File: src/tcp_pkg.sv
// constants shared by the two-channel timer: offsets, fields, reset values
// assumes a 32-bit AXI4-Lite register bus with byte addressing
package tcp_pkg;
  localparam int unsigned CNT_W = 16;
  localparam int unsigned AXI_AW = 8;
  localparam int unsigned NUM_CH = 2;
  localparam int unsigned PRESC_W = 6;
  // register byte offsets
  localparam logic [7:0] OFS_CTRL = 8'h00;
  localparam logic [7:0] OFS_COUNT = 8'h04;
  localparam logic [7:0] OFS_MODULO = 8'h08;
  localparam logic [7:0] OFS_CH0_CTL = 8'h0c;
  localparam logic [7:0] OFS_CH0_VAL = 8'h10;
  localparam logic [7:0] OFS_CH1_CTL = 8'h14;
  localparam logic [7:0] OFS_CH1_VAL = 8'h18;
  localparam logic [7:0] OFS_CH_STRIDE = 8'h08;
  // main control fields
  localparam int unsigned CTRL_OVF_BIT = 7;
  localparam int unsigned CTRL_OIE_BIT = 6;
  localparam int unsigned CTRL_HALT_BIT = 5;
  localparam int unsigned CTRL_CRST_BIT = 4;
  localparam int unsigned CTRL_PS_LSB = 0;
  localparam int unsigned PS_W = 3;
  // channel control fields
  localparam int unsigned CH_FLAG_BIT = 7;
  localparam int unsigned CH_IE_BIT = 6;
  localparam int unsigned CH_MSH_BIT = 5;
  localparam int unsigned CH_MSL_BIT = 4;
  localparam int unsigned CH_ELH_BIT = 3;
  localparam int unsigned CH_ELL_BIT = 2;
  localparam int unsigned CH_TOV_BIT = 1;
  localparam int unsigned CH_MAX_BIT = 0;
  // reset values
  localparam logic [7:0] CTRL_RESET = 8'h20;
  localparam logic [15:0] MODULO_RESET = 16'hffff;
  localparam logic [7:0] CHCTL_RESET = 8'h00;
  localparam logic [15:0] COUNT_RESET = 16'h0000;
  // edge/level, mode and bus response codes
  localparam logic [1:0] ELS_TOGGLE = 2'b01;
  localparam logic [1:0] ELS_CLEAR = 2'b10;
  localparam logic [1:0] ELS_SET = 2'b11;
  localparam logic [1:0] MS_CAPTURE = 2'b00;
  localparam logic [1:0] RESP_OKAY = 2'b00;
  localparam logic [1:0] RESP_SLVERR = 2'b10;
endpackage : tcp_pkg

File: src/tcp_prescaler.sv
// counter clock prescaler: one tick per 1,2,4,...,64 bus clocks
// assumes sel is stable software state; clear comes from the counter reset bit
`timescale 1ns/10ps
module tcp_prescaler #(
  parameter int unsigned W = tcp_pkg::PRESC_W
) (
  input wire logic clk_sys,
  input wire logic reset,
  input wire logic clear,
  input wire logic [tcp_pkg::PS_W-1:0] sel,
  output logic tick
);
  import tcp_pkg::*;
  logic [W-1:0] div_reg;
  logic [W-1:0] div_next;
  logic [W-1:0] mask;

  always_comb begin
    // select 7 has no rate of its own: it repeats the slowest one
    mask = (sel >= PS_W'(W)) ? {W{1'b1}} : W'((1 << sel) - 1);
    tick = (div_reg & mask) == mask;
    div_next = clear ? '0 : div_reg + W'(1);
  end

  always_ff @(posedge clk_sys) begin
    if (reset) begin
      div_reg <= '0;
    end else begin
      div_reg <= div_next;
    end
  end
endmodule : tcp_prescaler

File: src/tcp_channel.sv
// one timer channel: pin synchroniser, capture edge detect, compare pin action
// assumes hits are one-cycle pulses from the counter logic on the same clock
`timescale 1ns/10ps
module tcp_channel (
  input wire logic clk_sys,
  input wire logic reset,
  input wire logic pin_in,
  input wire logic capture_mode,
  input wire logic [1:0] edge_sel,
  input wire logic cmp_hit,
  input wire logic wrap_hit,
  input wire logic toggle_on_wrap,
  input wire logic full_duty,
  output logic pin_out,
  output logic capture_hit
);
  import tcp_pkg::*;
  logic sync1_reg;
  logic sync2_reg;
  logic prev_reg;
  logic pin_reg;
  logic pin_next;
  logic hold_high;

  always_comb begin
    // bit 0 selects rising, bit 1 falling, both bits either edge
    capture_hit = capture_mode &&
                  ((edge_sel[0] && sync2_reg && !prev_reg) ||
                   (edge_sel[1] && !sync2_reg && prev_reg));
    hold_high = full_duty && toggle_on_wrap;
    pin_next = pin_reg;
    if (!capture_mode) begin
      if (wrap_hit && toggle_on_wrap) begin
        pin_next = hold_high ? 1'b1 : !pin_reg;
      end
      // compare after wrap: a value of zero then gives zero duty
      if (cmp_hit && !hold_high) begin
        unique case (edge_sel)
          ELS_TOGGLE: pin_next = !pin_next;
          ELS_CLEAR: pin_next = 1'b0;
          ELS_SET: pin_next = 1'b1;
          default: pin_next = pin_next;
        endcase
      end
    end
  end

  always_ff @(posedge clk_sys) begin
    if (reset) begin
      sync1_reg <= 1'b0;
      sync2_reg <= 1'b0;
      prev_reg <= 1'b0;
      pin_reg <= 1'b0;
    end else begin
      sync1_reg <= pin_in;
      sync2_reg <= sync1_reg;
      prev_reg <= sync2_reg;
      pin_reg <= pin_next;
    end
  end

  assign pin_out = pin_reg;
endmodule : tcp_channel

File: src/tcp_timer.sv
// two-channel capture/compare/PWM timer with AXI4-Lite register access
// assumes one clock (clk_sys), synchronous reset; channel pins are asynchronous
//
// How it works
// - 16-bit up-counter runs free or wraps at the modulo register value.
// - reading the counter never disturbs counting.
// - counter ticks at one of seven bus-clock rates from a 3-bit select.
// - each channel independently works as capture or compare.
// - selected pin edge copies the counter into the channel value register.
// - every qualifying edge overwrites the value, flag set or not.
// - capture or compare sets channel flag; irq only with enable set.
// - capture lands one clock cycle after the synchronised edge.
// - reset leaves channel value registers untouched.
// - compare match sets, clears or toggles the pin per edge/level bits.
// - compare fires only when counter actually reaches the value.
// - channel 0 upper mode bit links both channels onto channel 0 pin.
// - linked: channel 0 first, then last-written pair at each overflow.
// - linked: channel 1 control unused, channel 1 pin left as plain I/O.
// - toggle-on-overflow toggles the pin when counter wraps from modulo to zero.
// - modulo 0x00ff with select 000 gives a 256-cycle period.
// - value 0x0080 at 8-bit period gives 128 of 256 high.
// - overflow sets overflow flag; irq only with its enable.
// - mode 01 unbuffered, 10 buffered; edge/level 10 clear, 11 set.
// - full-duty bit with toggle gives 100%; without toggle it has no effect.
// - halt bit stops counting; reset bit clears counter and prescaler.
//
// Our own choices: the address map and the AXI4-Lite slave port.
`timescale 1ns/10ps
module tcp_timer (
  input wire logic clk_sys,
  input wire logic reset,
  input wire logic [tcp_pkg::AXI_AW-1:0] s_axi_awaddr,
  input wire logic s_axi_awvalid,
  output logic s_axi_awready,
  input wire logic [31:0] s_axi_wdata,
  input wire logic [3:0] s_axi_wstrb,
  input wire logic s_axi_wvalid,
  output logic s_axi_wready,
  output logic [1:0] s_axi_bresp,
  output logic s_axi_bvalid,
  input wire logic s_axi_bready,
  input wire logic [tcp_pkg::AXI_AW-1:0] s_axi_araddr,
  input wire logic s_axi_arvalid,
  output logic s_axi_arready,
  output logic [31:0] s_axi_rdata,
  output logic [1:0] s_axi_rresp,
  output logic s_axi_rvalid,
  input wire logic s_axi_rready,
  input wire logic chan0_pin_i,
  output logic chan0_pin_o,
  output logic chan0_pin_oe,
  input wire logic chan1_pin_i,
  output logic chan1_pin_o,
  output logic chan1_pin_oe,
  output logic overflow_irq,
  output logic chan0_irq,
  output logic chan1_irq
);
  import tcp_pkg::*;

  function automatic logic [31:0] merge(input logic [31:0] old, input logic [31:0] nw,
                                        input logic [3:0] strb);
    logic [31:0] r;
    r = old;
    for (int b = 0; b < 4; b++) begin
      if (strb[b]) begin
        r[8*b +: 8] = nw[8*b +: 8];
      end
    end
    return r;
  endfunction : merge

  // control and counter state
  logic ovf_flag_reg, ovf_flag_next;
  logic ovf_ie_reg, ovf_ie_next;
  logic halt_reg, halt_next;
  logic crst_reg, crst_next;
  logic [PS_W-1:0] ps_reg, ps_next;
  logic [CNT_W-1:0] cnt_reg, cnt_next;
  logic [CNT_W-1:0] mod_reg, mod_next;
  logic [7:0] chctl_reg [NUM_CH];
  logic [7:0] chctl_next [NUM_CH];
  logic [CNT_W-1:0] chval_reg [NUM_CH];
  logic [CNT_W-1:0] chval_next [NUM_CH];
  logic act_sel_reg, act_sel_next;
  logic last_wr_reg, last_wr_next;
  logic [NUM_CH-1:0] oe_reg, oe_next;
  logic [2:0] irq_reg, irq_next;

  // bus state
  logic aw_held_reg, aw_held_next;
  logic w_held_reg, w_held_next;
  logic [AXI_AW-1:0] awaddr_reg, awaddr_next;
  logic [31:0] wdata_reg, wdata_next;
  logic [3:0] wstrb_reg, wstrb_next;
  logic awready_reg, awready_next;
  logic wready_reg, wready_next;
  logic bvalid_reg, bvalid_next;
  logic [1:0] bresp_reg, bresp_next;
  logic arready_reg, arready_next;
  logic rvalid_reg, rvalid_next;
  logic [31:0] rdata_reg, rdata_next;
  logic [1:0] rresp_reg, rresp_next;

  // timing terms
  logic tick, run_tick, wrap;
  logic [CNT_W-1:0] cnt_inc;
  logic linked;
  logic [NUM_CH-1:0] cap_mode, cmp_mode, cmp_hit, cap_hit, pin_i, pin_o;
  logic [CNT_W-1:0] cmp_val [NUM_CH];
  logic [7:0] ctrl_view;
  logic do_wr;

  assign linked = chctl_reg[0][CH_MSH_BIT];
  assign ctrl_view = {ovf_flag_reg, ovf_ie_reg, halt_reg, 2'b00, ps_reg};
  assign pin_i = {chan1_pin_i, chan0_pin_i};

  tcp_prescaler #(.W(PRESC_W)) u_presc (
    .clk_sys(clk_sys),
    .reset(reset),
    .clear(crst_reg),
    .sel(ps_reg),
    .tick(tick)
  );

  always_comb begin
    run_tick = tick && !halt_reg && !crst_reg;
    wrap = run_tick && (cnt_reg == mod_reg);
    cnt_inc = wrap ? COUNT_RESET : cnt_reg + CNT_W'(1);
    for (int i = 0; i < NUM_CH; i++) begin
      // linked: channel 1 neither captures nor compares
      cap_mode[i] = (chctl_reg[i][CH_MSH_BIT:CH_MSL_BIT] == MS_CAPTURE) &&
                    !(i == 1 && linked);
      cmp_mode[i] = (chctl_reg[i][CH_MSH_BIT:CH_MSL_BIT] != MS_CAPTURE) &&
                    !(i == 1 && linked);
      cmp_val[i] = chval_reg[i];
    end
    if (linked) begin
      cmp_val[0] = act_sel_reg ? chval_reg[1] : chval_reg[0];
    end
    for (int i = 0; i < NUM_CH; i++) begin
      // matched against the value being entered, so a passed value fires only after the next wrap
      cmp_hit[i] = run_tick && cmp_mode[i] && (cnt_inc == cmp_val[i]);
    end
  end

  for (genvar g = 0; g < NUM_CH; g++) begin : g_ch
    tcp_channel u_ch (
      .clk_sys(clk_sys),
      .reset(reset),
      .pin_in(pin_i[g]),
      .capture_mode(cap_mode[g]),
      .edge_sel(chctl_reg[g][CH_ELH_BIT:CH_ELL_BIT]),
      .cmp_hit(cmp_hit[g]),
      .wrap_hit(wrap),
      .toggle_on_wrap(chctl_reg[g][CH_TOV_BIT]),
      .full_duty(chctl_reg[g][CH_MAX_BIT]),
      .pin_out(pin_o[g]),
      .capture_hit(cap_hit[g])
    );
  end

  // bus handshakes
  always_comb begin
    aw_held_next = aw_held_reg;
    w_held_next = w_held_reg;
    awaddr_next = awaddr_reg;
    wdata_next = wdata_reg;
    wstrb_next = wstrb_reg;
    bvalid_next = bvalid_reg;
    bresp_next = bresp_reg;
    do_wr = aw_held_reg && w_held_reg && !bvalid_reg;
    if (s_axi_awvalid && awready_reg) begin
      aw_held_next = 1'b1;
      awaddr_next = s_axi_awaddr;
    end
    if (s_axi_wvalid && wready_reg) begin
      w_held_next = 1'b1;
      wdata_next = s_axi_wdata;
      wstrb_next = s_axi_wstrb;
    end
    if (bvalid_reg && s_axi_bready) begin
      bvalid_next = 1'b0;
    end
    if (do_wr) begin
      aw_held_next = 1'b0;
      w_held_next = 1'b0;
      bvalid_next = 1'b1;
      bresp_next = (awaddr_reg[1:0] == 2'b00 && awaddr_reg <= OFS_CH1_VAL) ?
                   RESP_OKAY : RESP_SLVERR;
    end
    awready_next = !aw_held_next && !do_wr;
    wready_next = !w_held_next && !do_wr;
    rvalid_next = rvalid_reg;
    rdata_next = rdata_reg;
    rresp_next = rresp_reg;
    if (rvalid_reg && s_axi_rready) begin
      rvalid_next = 1'b0;
    end
    if (s_axi_arvalid && arready_reg) begin
      rvalid_next = 1'b1;
      rresp_next = RESP_OKAY;
      unique case (s_axi_araddr)
        OFS_CTRL: rdata_next = {24'h0, ctrl_view};
        OFS_COUNT: rdata_next = {16'h0, cnt_reg};
        OFS_MODULO: rdata_next = {16'h0, mod_reg};
        OFS_CH0_CTL: rdata_next = {24'h0, chctl_reg[0]};
        OFS_CH0_VAL: rdata_next = {16'h0, chval_reg[0]};
        OFS_CH1_CTL: rdata_next = {24'h0, chctl_reg[1]};
        OFS_CH1_VAL: rdata_next = {16'h0, chval_reg[1]};
        default: begin
          rdata_next = 32'h0;
          rresp_next = RESP_SLVERR;
        end
      endcase
    end
    arready_next = !rvalid_next;
  end

  // register file and timer state
  always_comb begin
    logic [31:0] m;
    m = 32'h0;
    ovf_flag_next = ovf_flag_reg;
    ovf_ie_next = ovf_ie_reg;
    halt_next = halt_reg;
    crst_next = 1'b0;
    ps_next = ps_reg;
    mod_next = mod_reg;
    last_wr_next = last_wr_reg;
    act_sel_next = act_sel_reg;
    for (int i = 0; i < NUM_CH; i++) begin
      chctl_next[i] = chctl_reg[i];
      chval_next[i] = chval_reg[i];
    end
    if (do_wr) begin
      unique case (awaddr_reg)
        OFS_CTRL: begin
          m = merge({24'h0, ctrl_view}, wdata_reg, wstrb_reg);
          if (wstrb_reg[0] && !wdata_reg[CTRL_OVF_BIT]) begin
            ovf_flag_next = 1'b0;
          end
          ovf_ie_next = m[CTRL_OIE_BIT];
          halt_next = m[CTRL_HALT_BIT];
          crst_next = wstrb_reg[0] && wdata_reg[CTRL_CRST_BIT];
          ps_next = m[CTRL_PS_LSB +: PS_W];
        end
        OFS_MODULO: begin
          m = merge({16'h0, mod_reg}, wdata_reg, wstrb_reg);
          mod_next = m[CNT_W-1:0];
        end
        default: begin
          for (int i = 0; i < NUM_CH; i++) begin
            if (awaddr_reg == OFS_CH0_CTL + OFS_CH_STRIDE * 8'(i)) begin
              m = merge({24'h0, chctl_reg[i]}, wdata_reg, wstrb_reg);
              chctl_next[i] = {chctl_reg[i][CH_FLAG_BIT], m[6:0]};
              if (wstrb_reg[0] && !wdata_reg[CH_FLAG_BIT]) begin
                chctl_next[i][CH_FLAG_BIT] = 1'b0;
              end
            end
            if (awaddr_reg == OFS_CH0_VAL + OFS_CH_STRIDE * 8'(i)) begin
              m = merge({16'h0, chval_reg[i]}, wdata_reg, wstrb_reg);
              chval_next[i] = m[CNT_W-1:0];
              last_wr_next = 1'(i);
            end
          end
        end
      endcase
    end
    // hardware events override a same-cycle software clear
    if (wrap) begin
      ovf_flag_next = 1'b1;
    end
    for (int i = 0; i < NUM_CH; i++) begin
      if (cap_hit[i]) begin
        chval_next[i] = cnt_reg;
      end
      if (cap_hit[i] || cmp_hit[i]) begin
        chctl_next[i][CH_FLAG_BIT] = 1'b1;
      end
    end
    if (!linked) begin
      act_sel_next = 1'b0;
      last_wr_next = 1'b0;
    end else if (wrap) begin
      act_sel_next = last_wr_next;
    end
    if (crst_reg) begin
      cnt_next = COUNT_RESET;
    end else if (run_tick) begin
      cnt_next = cnt_inc;
    end else begin
      cnt_next = cnt_reg;
    end
    // drive follows the configuration being written, in step with the write response
    for (int i = 0; i < NUM_CH; i++) begin
      oe_next[i] = (chctl_next[i][CH_MSH_BIT:CH_MSL_BIT] != MS_CAPTURE) &&
                   !(i == 1 && chctl_next[0][CH_MSH_BIT]) &&
                   (chctl_next[i][CH_ELH_BIT:CH_ELL_BIT] != 2'b00);
    end
    irq_next[0] = ovf_flag_next && ovf_ie_next;
    irq_next[1] = chctl_next[0][CH_FLAG_BIT] && chctl_next[0][CH_IE_BIT];
    irq_next[2] = chctl_next[1][CH_FLAG_BIT] && chctl_next[1][CH_IE_BIT] && !linked;
  end

  always_ff @(posedge clk_sys) begin
    if (reset) begin
      ovf_flag_reg <= CTRL_RESET[CTRL_OVF_BIT];
      ovf_ie_reg <= CTRL_RESET[CTRL_OIE_BIT];
      halt_reg <= CTRL_RESET[CTRL_HALT_BIT];
      crst_reg <= 1'b0;
      ps_reg <= CTRL_RESET[CTRL_PS_LSB +: PS_W];
      cnt_reg <= COUNT_RESET;
      mod_reg <= MODULO_RESET;
      chctl_reg[0] <= CHCTL_RESET;
      chctl_reg[1] <= CHCTL_RESET;
      act_sel_reg <= 1'b0;
      last_wr_reg <= 1'b0;
      oe_reg <= '0;
      irq_reg <= '0;
      aw_held_reg <= 1'b0;
      w_held_reg <= 1'b0;
      awaddr_reg <= '0;
      wdata_reg <= 32'h0;
      wstrb_reg <= 4'h0;
      awready_reg <= 1'b0;
      wready_reg <= 1'b0;
      bvalid_reg <= 1'b0;
      bresp_reg <= RESP_OKAY;
      arready_reg <= 1'b0;
      rvalid_reg <= 1'b0;
      rdata_reg <= 32'h0;
      rresp_reg <= RESP_OKAY;
    end else begin
      ovf_flag_reg <= ovf_flag_next;
      ovf_ie_reg <= ovf_ie_next;
      halt_reg <= halt_next;
      crst_reg <= crst_next;
      ps_reg <= ps_next;
      cnt_reg <= cnt_next;
      mod_reg <= mod_next;
      chctl_reg[0] <= chctl_next[0];
      chctl_reg[1] <= chctl_next[1];
      act_sel_reg <= act_sel_next;
      last_wr_reg <= last_wr_next;
      oe_reg <= oe_next;
      irq_reg <= irq_next;
      aw_held_reg <= aw_held_next;
      w_held_reg <= w_held_next;
      awaddr_reg <= awaddr_next;
      wdata_reg <= wdata_next;
      wstrb_reg <= wstrb_next;
      awready_reg <= awready_next;
      wready_reg <= wready_next;
      bvalid_reg <= bvalid_next;
      bresp_reg <= bresp_next;
      arready_reg <= arready_next;
      rvalid_reg <= rvalid_next;
      rdata_reg <= rdata_next;
      rresp_reg <= rresp_next;
    end
  end

  // channel values keep their contents through reset
  always_ff @(posedge clk_sys) begin
    chval_reg[0] <= chval_next[0];
    chval_reg[1] <= chval_next[1];
  end

  assign s_axi_awready = awready_reg;
  assign s_axi_wready = wready_reg;
  assign s_axi_bvalid = bvalid_reg;
  assign s_axi_bresp = bresp_reg;
  assign s_axi_arready = arready_reg;
  assign s_axi_rvalid = rvalid_reg;
  assign s_axi_rdata = rdata_reg;
  assign s_axi_rresp = rresp_reg;
  assign chan0_pin_o = pin_o[0];
  assign chan1_pin_o = pin_o[1];
  assign chan0_pin_oe = oe_reg[0];
  assign chan1_pin_oe = oe_reg[1];
  assign overflow_irq = irq_reg[0];
  assign chan0_irq = irq_reg[1];
  assign chan1_irq = irq_reg[2];
endmodule : tcp_timer

File: config.mk
export PLATFORM = sky130hd
export DESIGN_NAME = tcp_timer
export DESIGN_NICKNAME = d
export VERILOG_FILES = /design/src/tcp_pkg.sv /design/src/tcp_prescaler.sv /design/src/tcp_channel.sv /design/src/tcp_timer.sv
export SDC_FILE = /design/constraint.sdc
export NUM_CORES = 1
export LEC_CHECK = 0
export ABC_CLOCK_PERIOD_IN_PS = 5450
export BUFFER_PORTS_ARGS = -buffer_cell sky130_fd_sc_hd__buf_2
export CAP_MARGIN = 25
export CORE_ASPECT_RATIO = 0.6
export CORE_UTILIZATION = 52
export DETAILED_ROUTE_END_ITERATION = 16
export PLACE_DENSITY = 0.72
export SLEW_MARGIN = 20
export SYNTH_ARGS = -nofsm -noshare
export SYNTH_HDL_FRONTEND = slang
export SYNTH_HIERARCHICAL = 1
export SYNTH_SLANG_ARGS = --single-unit
File: constraint.sdc
create_clock -name clk_sys -period 5.45 [get_ports clk_sys]
set_input_delay 0.2725 -clock clk_sys [delete_from_list [all_inputs] [get_ports clk_sys]]
set_output_delay 0.2725 -clock clk_sys [all_outputs]
set_load 0.005 [all_outputs]
==> results.txt, run 1 <==
row cnt - 35
final hold vios - 0
IO Port Bufs - 72
placed wire-length estimate - 17,100 um
Max FO, Critical Path - 16
Die Y - 99.5 um
Area Overhead vs Synth - 12.6%
largest family of logic cells by synthesized area - simple AND/OR/NAND/NOR gates
clk slew on worst S/H paths - 0.07 ns
met1 Usage GRT - 0.477
critical path's top delay family - simple AND/OR/NAND/NOR gates
LEAKAGE - 3.46 nW
boundary pin count - 109
Final period util - 0.797
Congestion Overflow GR - 0
post-synthesis mux area share - 0.0744
terminus of the critical flop-to-flop path - g_ch[1].u_ch/pin_out
post-synthesis compound-gate area fraction - 0.184
placed inst area - 8630 um^2
Slew Viols, Final - 0
Tot GR Track Use - 0.310
CP bufs+invs - 1
Rel. slew slack - 0.258
Synth Register Bits - 159
total power - 2.61 mW
Yosys cell types - 68
Worst setup EP type - flop
met3 Use GR - 0.105
Initial DRT Pass Iterations - 7
DRT iter0 DRCs - 972
number of flip-flops under the largest register name - 32
fraction of layout cells with a size suffix above 1 - 0.164
Max-Cap Viols - 0
CP Data Arrival Time - 4.66 ns
setup TNS - 0 ns
Post-CTS Setup Inserts - 0
Worst Setup EP - g_ch[1].u_ch/pin_out
number of synthesized flops with an enable pin - 32
register area share after synthesis - 0.425
Synth area leaders - dfxtp_1 (31%), edfxtp_1 (12%), a21oi_1 (6.0%), nand2_1 (4.9%), mux2_2 (4.6%)
f_max - 0.230 GHz
crit-path cells - nand4_1 > a221oi_1 > or3b_1 > nor4_4 > nand3_2 > nor2_1 > nor2_1 > o2111ai_1 > nand4b_2 > inv_1 > a32oi_1 > o221ai_1 > xnor2_1 > o21a_1
pin count of the biggest net entering global routing - 76
total CTS buffers - 17
RSZ-0062 raised after global routing - false
initial core utilization - 0.534
CP required - 5.77 ns
maximum buffer depth of the clock tree - 2
core box area - 15,400 um^2
global placer's final weighted congestion - 0.934
RR Startpoint - u_presc/div_reg[2]
DR vias/cell - 6.21
crit-path most repeated cell - nor2_1
mean area per synthesized cell - 8.79 um^2
drt wl/cell - 20.3 um
final WL - 24,300 um
FF-to-FF path depth - 14
Synthesis Warnings - 6
Post-Synth XOR/XNOR Area - 0.0471
Util after Layout - 0.602
status - complete, no violations
WS Path Type - flop to flop
Synth Area in Adders - 0.00304
Tightest Pin Transition - 1.11 ns
met2 usage - 0.409
Crit-path slowest cell - or3b_1
crit path launch - u_presc/div_reg[2]
Post-synth ARST share - 0
Syn Inst Count - 937
dpl cells - 1,164
Critical Path Source Type - flop
DP Worst Slack - 1.23 ns
Worst-Skew Late Latency - 0.43 ns
ANT cells - 0
Final ANT Viol Nets - 0
Final setup viols - 0
# hold bufs at CTS - 0
GR peak layer - met1
reg2reg setup slack - 1.11 ns
min-delay src - chan0_pin_i
Synth top area share - 0.309
root buffer cell - clkbuf_16
skew final - 0.0145 ns
register area - 3500 um^2
Max H-tree Level - 4
Final WS setup - 1.11 ns
crit-path max cell delay - 0.70 ns
Stages on worst setup path - 14
first-pass GRT wire length - 38,200 um
number of global-route vias before repair - 6,823
worst hold slack - 0.0578 ns
Final Cell Area - 9280 um^2
hold crit path type - input port to flop
DR vias - 7,433
layout net count - 1,044
CTS tree - built
post-route minimum period - 4.34 ns
# DRC - 0
CTS sink count - 159
chip width - 164 um
power density over the cells - 281 nW/um^2
Simple-Gate Fraction of Synth Area - 0.216
initial antenna violation count - 0
post_cts resized - 0
mapped cell area - 8240 um^2
worst vdd ir - 0.222 mV
Main synth FF type - dfxtp_1
leading area contributor after synthesis - dfxtp_1
Post-Layout Cell Count - 1,197
fillers - 1,360
die area - 16,400 um^2
area of the multi-input gates - 4390 um^2
kinds of logic after synthesis:
group / after synthesis
and+or+nand+nor: 355
adders and majority gates: 2
xor gates and xnor gates: 41
muxes: 57
AOI/OAI and AO/OA: 234
DFF: 159
buffers and inverters: 88
other: 1
placed cells by master (no fill, tap or decap), types with 22 or more instances in the layout:
cell type / count
nand2_1: 107
a21oi_1: 98
edfxtp_1: 32
mux2i_1: 23
nor2b_1: 26
nor3_1: 30
xor2_1: 25
buf_2: 71
nor2_1: 79
mux2_2: 34
nand3_1: 24
dfxtp_1: 127
a22oi_1: 36
o21ai_0: 22
area by class of cell:
class                           instances  area share
Sequential cell                       159       0.378
Multi-Input combinational cell        707       0.473
Inverter                               13     0.00526
Clock buffer                           21      0.0544
Timing Repair Buffer                   83      0.0480
Tap cell                              203      0.0274
Clock inverter                         11      0.0139
report_power, final:
group	switching, mW	total [mW]	internal, mW
Sequential	0.0229	1.24	1.21
Clock	0.549	1.28	0.732
Combinational	0.0547	0.0920	0.0374
Total	0.626	2.61	1.98
worst min-delay path by stage:
stage / end / slack, ns / depth (start not counted)
final: g_ch[0].u_ch/sync1_reg / 0.06 / 2
after global routing: awaddr_reg[7] / 0.07 / 3
after CTS: g_ch[0].u_ch/sync1_reg / 0.05 / 2
after detailed placement: g_ch[1].u_ch/sync2_reg / 0.43 / 1
after global placement: g_ch[1].u_ch/sync2_reg / 0.42 / 1
after floorplan: u_presc/div_reg[0] / 0.34 / 1
cell usage after synthesis, types with 7 or more instances:
cell type and number:
dfxtp_1 127, nand2_1 107, a21oi_1 98, nor2_1 79
clkbuf_1 40, a22oi_1 36, mux2_2 34, edfxtp_1 32
nor3_1 30, nor2b_1 26, xor2_1 25, nand3_1 24
mux2i_1 23, o21ai_0 22, buf_4 18, a211o_1 17
xnor2_1 14, inv_1 13, nand2b_1 13, buf_2 12
nor4_1 11, a31oi_1 10, and2_1 8, nand4_1 8
nand3b_1 7, or4_1 7
per-layer routing:
metal | vias to the layer above | share of wire
met5 | - | 0
met4 | 0 | 0.011
met3 | 34 | 0.14
met2 | 448 | 0.38
met1 | 3497 | 0.47
li1 | 3454 | -
Note: power is estimated with default switching activity, not from simulation.
==> run 2, diff against run 1 <==
--- a/config.mk
+++ b/config.mk
@@ -5,13 +5,13 @@
 export SDC_FILE = /design/constraint.sdc
 export NUM_CORES = 1
 export LEC_CHECK = 0
-export ABC_CLOCK_PERIOD_IN_PS = 5450
+export ABC_CLOCK_PERIOD_IN_PS = 3600
 export BUFFER_PORTS_ARGS = -buffer_cell sky130_fd_sc_hd__buf_2
 export CAP_MARGIN = 25
 export CORE_ASPECT_RATIO = 0.6
 export CORE_UTILIZATION = 52
 export DETAILED_ROUTE_END_ITERATION = 16
-export PLACE_DENSITY = 0.72
+export PLACE_DENSITY = 0.75
 export SLEW_MARGIN = 20
 export SYNTH_ARGS = -nofsm -noshare
 export SYNTH_HDL_FRONTEND = slang
==> constraint.sdc (replaced) <==
create_clock -name clk_sys -period 3.6 [get_ports clk_sys]
set_input_delay 0.18 -clock clk_sys [delete_from_list [all_inputs] [get_ports clk_sys]]
set_output_delay 0.18 -clock clk_sys [all_outputs]
set_load 0.005 [all_outputs]
==> run 2 against run 1 <==
Utilization is 3.2 points higher; global-route usage is 1.2 points higher; flip-flop and latch count unchanged; via count increased by 3.4%; design area rose by 5.4%; cell count rose by 5.0%; die area stayed put; register-to-register slack got worse by 1.0 ns; sequential power is 51% higher; non-clock buffer count increased by 60; combinational power up 79%; critical endpoint unchanged.
==> results.txt, run 2 (synthesized netlist as in run 1, its figures left out) <==
DP Worst Slack - -0.0105 ns (-1.24 ns)
number of global-route vias before repair - 6,922 (+1.5%)
first-pass GRT wire length - 39,600 um (+3.6%)
NetSw - 1.00 mW (+60%)
Area Overhead vs Synth - 18.7%
Stages on worst setup path - 14 (unchanged)
layout net count - 1,104 (+5.7%)
Hold Path Depth - 3 (+1)
Final WS setup - 0.107 ns (-1.00 ns)
core box area - 15,400 um^2 (unchanged)
global placer's final weighted congestion - 0.958 (+2.6%)
die area - 16,400 um^2 (unchanged)
fraction of layout cells with a size suffix above 1 - 0.191 (+0.0267)
setup TNS - 0 ns (unchanged)
drt wl/cell - 20.4 um (+0.53%)
most common cell after layout, fill and taps aside - dfxtp_1
post-route minimum period - 3.49 ns (-0.850 ns)
worst vdd ir - 0.319 mV (+44%)
IO Port Bufs - 72 (unchanged)
chip width - 164 um (unchanged)
initial antenna violation count - 0 (unchanged)
fillers - 1,291 (-5.1%)
Rel. slew slack - 0.439 (+0.182)
skew final - 0.0135 ns (-0.00109 ns)
number of flip-flops under the largest register name - 32 (unchanged)
CP bufs+invs - 1 (unchanged)
placed inst area - 8910 um^2 (+3.2%)
# DRC - 0 (unchanged)
Crit-path slowest cell - or3b_4
Worst-Skew Late Latency - 0.43 ns (about the same)
total power - 3.85 mW (+48%)
Slew Viols, Final - 0 (unchanged)
CTS tree - built
Tot GR Track Use - 0.322 (+0.0120)
critical path's top delay family - simple AND/OR/NAND/NOR gates
Int Power - 2.85 mW (+44%)
Congestion Overflow GR - 0 (unchanged)
crit-path cells - nand4_1 > a221oi_2 > or3b_4 > nor4_4 > nand3_2 > or2_4 > or4_1 > o21ai_2 > nand4b_2 > inv_2 > nand2_1 > o221ai_2 > xnor2_1 > o21a_1
commonest cells after routing, fill and taps aside - dfxtp_1 (126), nand2_1 (107), a21oi_1 (98)
Final period util - 0.970 (+0.173)
pin count of the biggest net entering global routing - 74 (-2.6%)
CP required - 3.92 ns (-1.85 ns)
Seq pwr share - 0.486 (+0.012)
clk slew on worst S/H paths - 0.07 ns (about the same)
initial core utilization - 0.534 (unchanged)
Final ANT Viol Nets - 0 (unchanged)
final WL - 25,700 um (+5.6%)
WS Path Type - flop to flop
root buffer cell - clkbuf_16
Max FO, Critical Path - 5 (-11)
CTS sink count - 159 (unchanged)
placed wire-length estimate - 18,300 um (+6.8%)
switching share of power - 0.260 (+0.0202)
Critical Path Source Type - flop
Util after Layout - 0.634 (+0.0324)
ANT cells - 0 (unchanged)
DR vias/cell - 6.11 (-1.5%)
reg2reg setup slack - 0.11 ns (-1.00 ns)
DRT iter0 DRCs - 878 (-9.7%)
Tightest Pin Transition - 0.839 ns (-0.275 ns)
final hold vios - 0 (unchanged)
DR vias - 7,686 (+3.4%)
Max H-tree Level - 4 (unchanged)
Worst setup EP type - flop
CP Data Arrival Time - 3.82 ns (-0.84 ns)
Post-Layout Cell Count - 1,257 (+5.0%)
Post-CTS Setup Inserts - 0 (unchanged)
Comb pwr share - 0.043 (+0.008)
f_max - 0.286 GHz (+24%)
boundary pin count - 109 (unchanged)
Final setup viols - 0 (unchanged)
Max-Cap Viols - 0 (unchanged)
row cnt - 35 (unchanged)
Die Y - 99.5 um (unchanged)
clock share of power - 0.471 (-0.020)
FF-to-FF path depth - 14 (unchanged)
status - complete, no violations
power density over the cells - 394 nW/um^2 (+40%)
hold crit path type - input port to flop
worst hold slack - 0.00891 ns (-0.0489 ns)
Initial DRT Pass Iterations - 9 (+2)
Final Cell Area - 9770 um^2 (+5.4%)
maximum buffer depth of the clock tree - 2 (unchanged)
crit-path max cell delay - 0.46 ns (-0.24 ns)
total CTS buffers - 17 (unchanged)
LEAKAGE - 3.72 nW (+7.6%)
dpl cells - 1,199 (+3.0%)
-- run 2: changes by cell type in the layout (fill, tap and decap cells not counted), sizes merged --
cell,change
inv,+1
dlygate4sd3,+26
buf,+34
clkbuf,-3
bufinv,-1
clkinv,+3
-- run 2: timing repair --
item	CTS	global route
gates cloned	0	0
endpoints found under the setup margin	1	2
resized for setup	2	3
pin swaps	0	3
hold endpoints to repair	26	0
hold buffers	26	0
-- run 2: worst register-to-register path: cells and delay by family, from the launching register on --
kind | cells | cell delay (ns)
AND/OR/NAND/NOR | 8 | 2.00
AO/OA/AOI/OAI | 4 | 0.81
flip-flops | 1 | 0.37
buffers and inverters | 1 | 0.12
XOR/XNOR | 1 | 0.10
-- run 2: final cells by class --
type | count | area, um^2 | area share
clock inverters | 14 | 160 | 0.0164
inverters | 13 | 48.8 | 0.00499
flip-flops and latches | 159 | 3500 | 0.359
multi-input cells | 707 | 4400 | 0.451
clock buffers | 18 | 429 | 0.0439
well taps | 203 | 254 | 0.0260
repair buffers | 143 | 973 | 0.0996
-- run 2: power groups by stage --
stage | logic, mW | clock network, mW | registers, mW
CTS | 0.161 | 1.83 | 1.87
floorplan | 0.103 | 0 | 1.90
finish | 0.165 | 1.82 | 1.87
global placement | 0.136 | 0 | 1.91
global route | 0.183 | 1.91 | 1.88
detailed placement | 0.140 | 0 | 1.91
-- run 2: path summary, 6_finish.rpt --
check	endpoint	from
worst min register to register	g_ch[1].u_ch/sync2_reg	g_ch[1].u_ch/sync1_reg
worst max-delay path	g_ch[1].u_ch/pin_out	u_presc/div_reg[1]
worst min-delay path	wdata_reg[4]	s_axi_wdata[4]
worst max register to register	g_ch[1].u_ch/pin_out	u_presc/div_reg[1]
-- run 2: metal layers --
layer  routed length [um]  share of wire  track usage  vias up
met4                  207         0.0081       0.0494        0
li1                     -              -            -     3582
met5                    0              0            0        -
met2                 9950           0.39        0.435      474
met1                12000           0.47        0.488     3603
met3                 3570           0.14        0.118       27
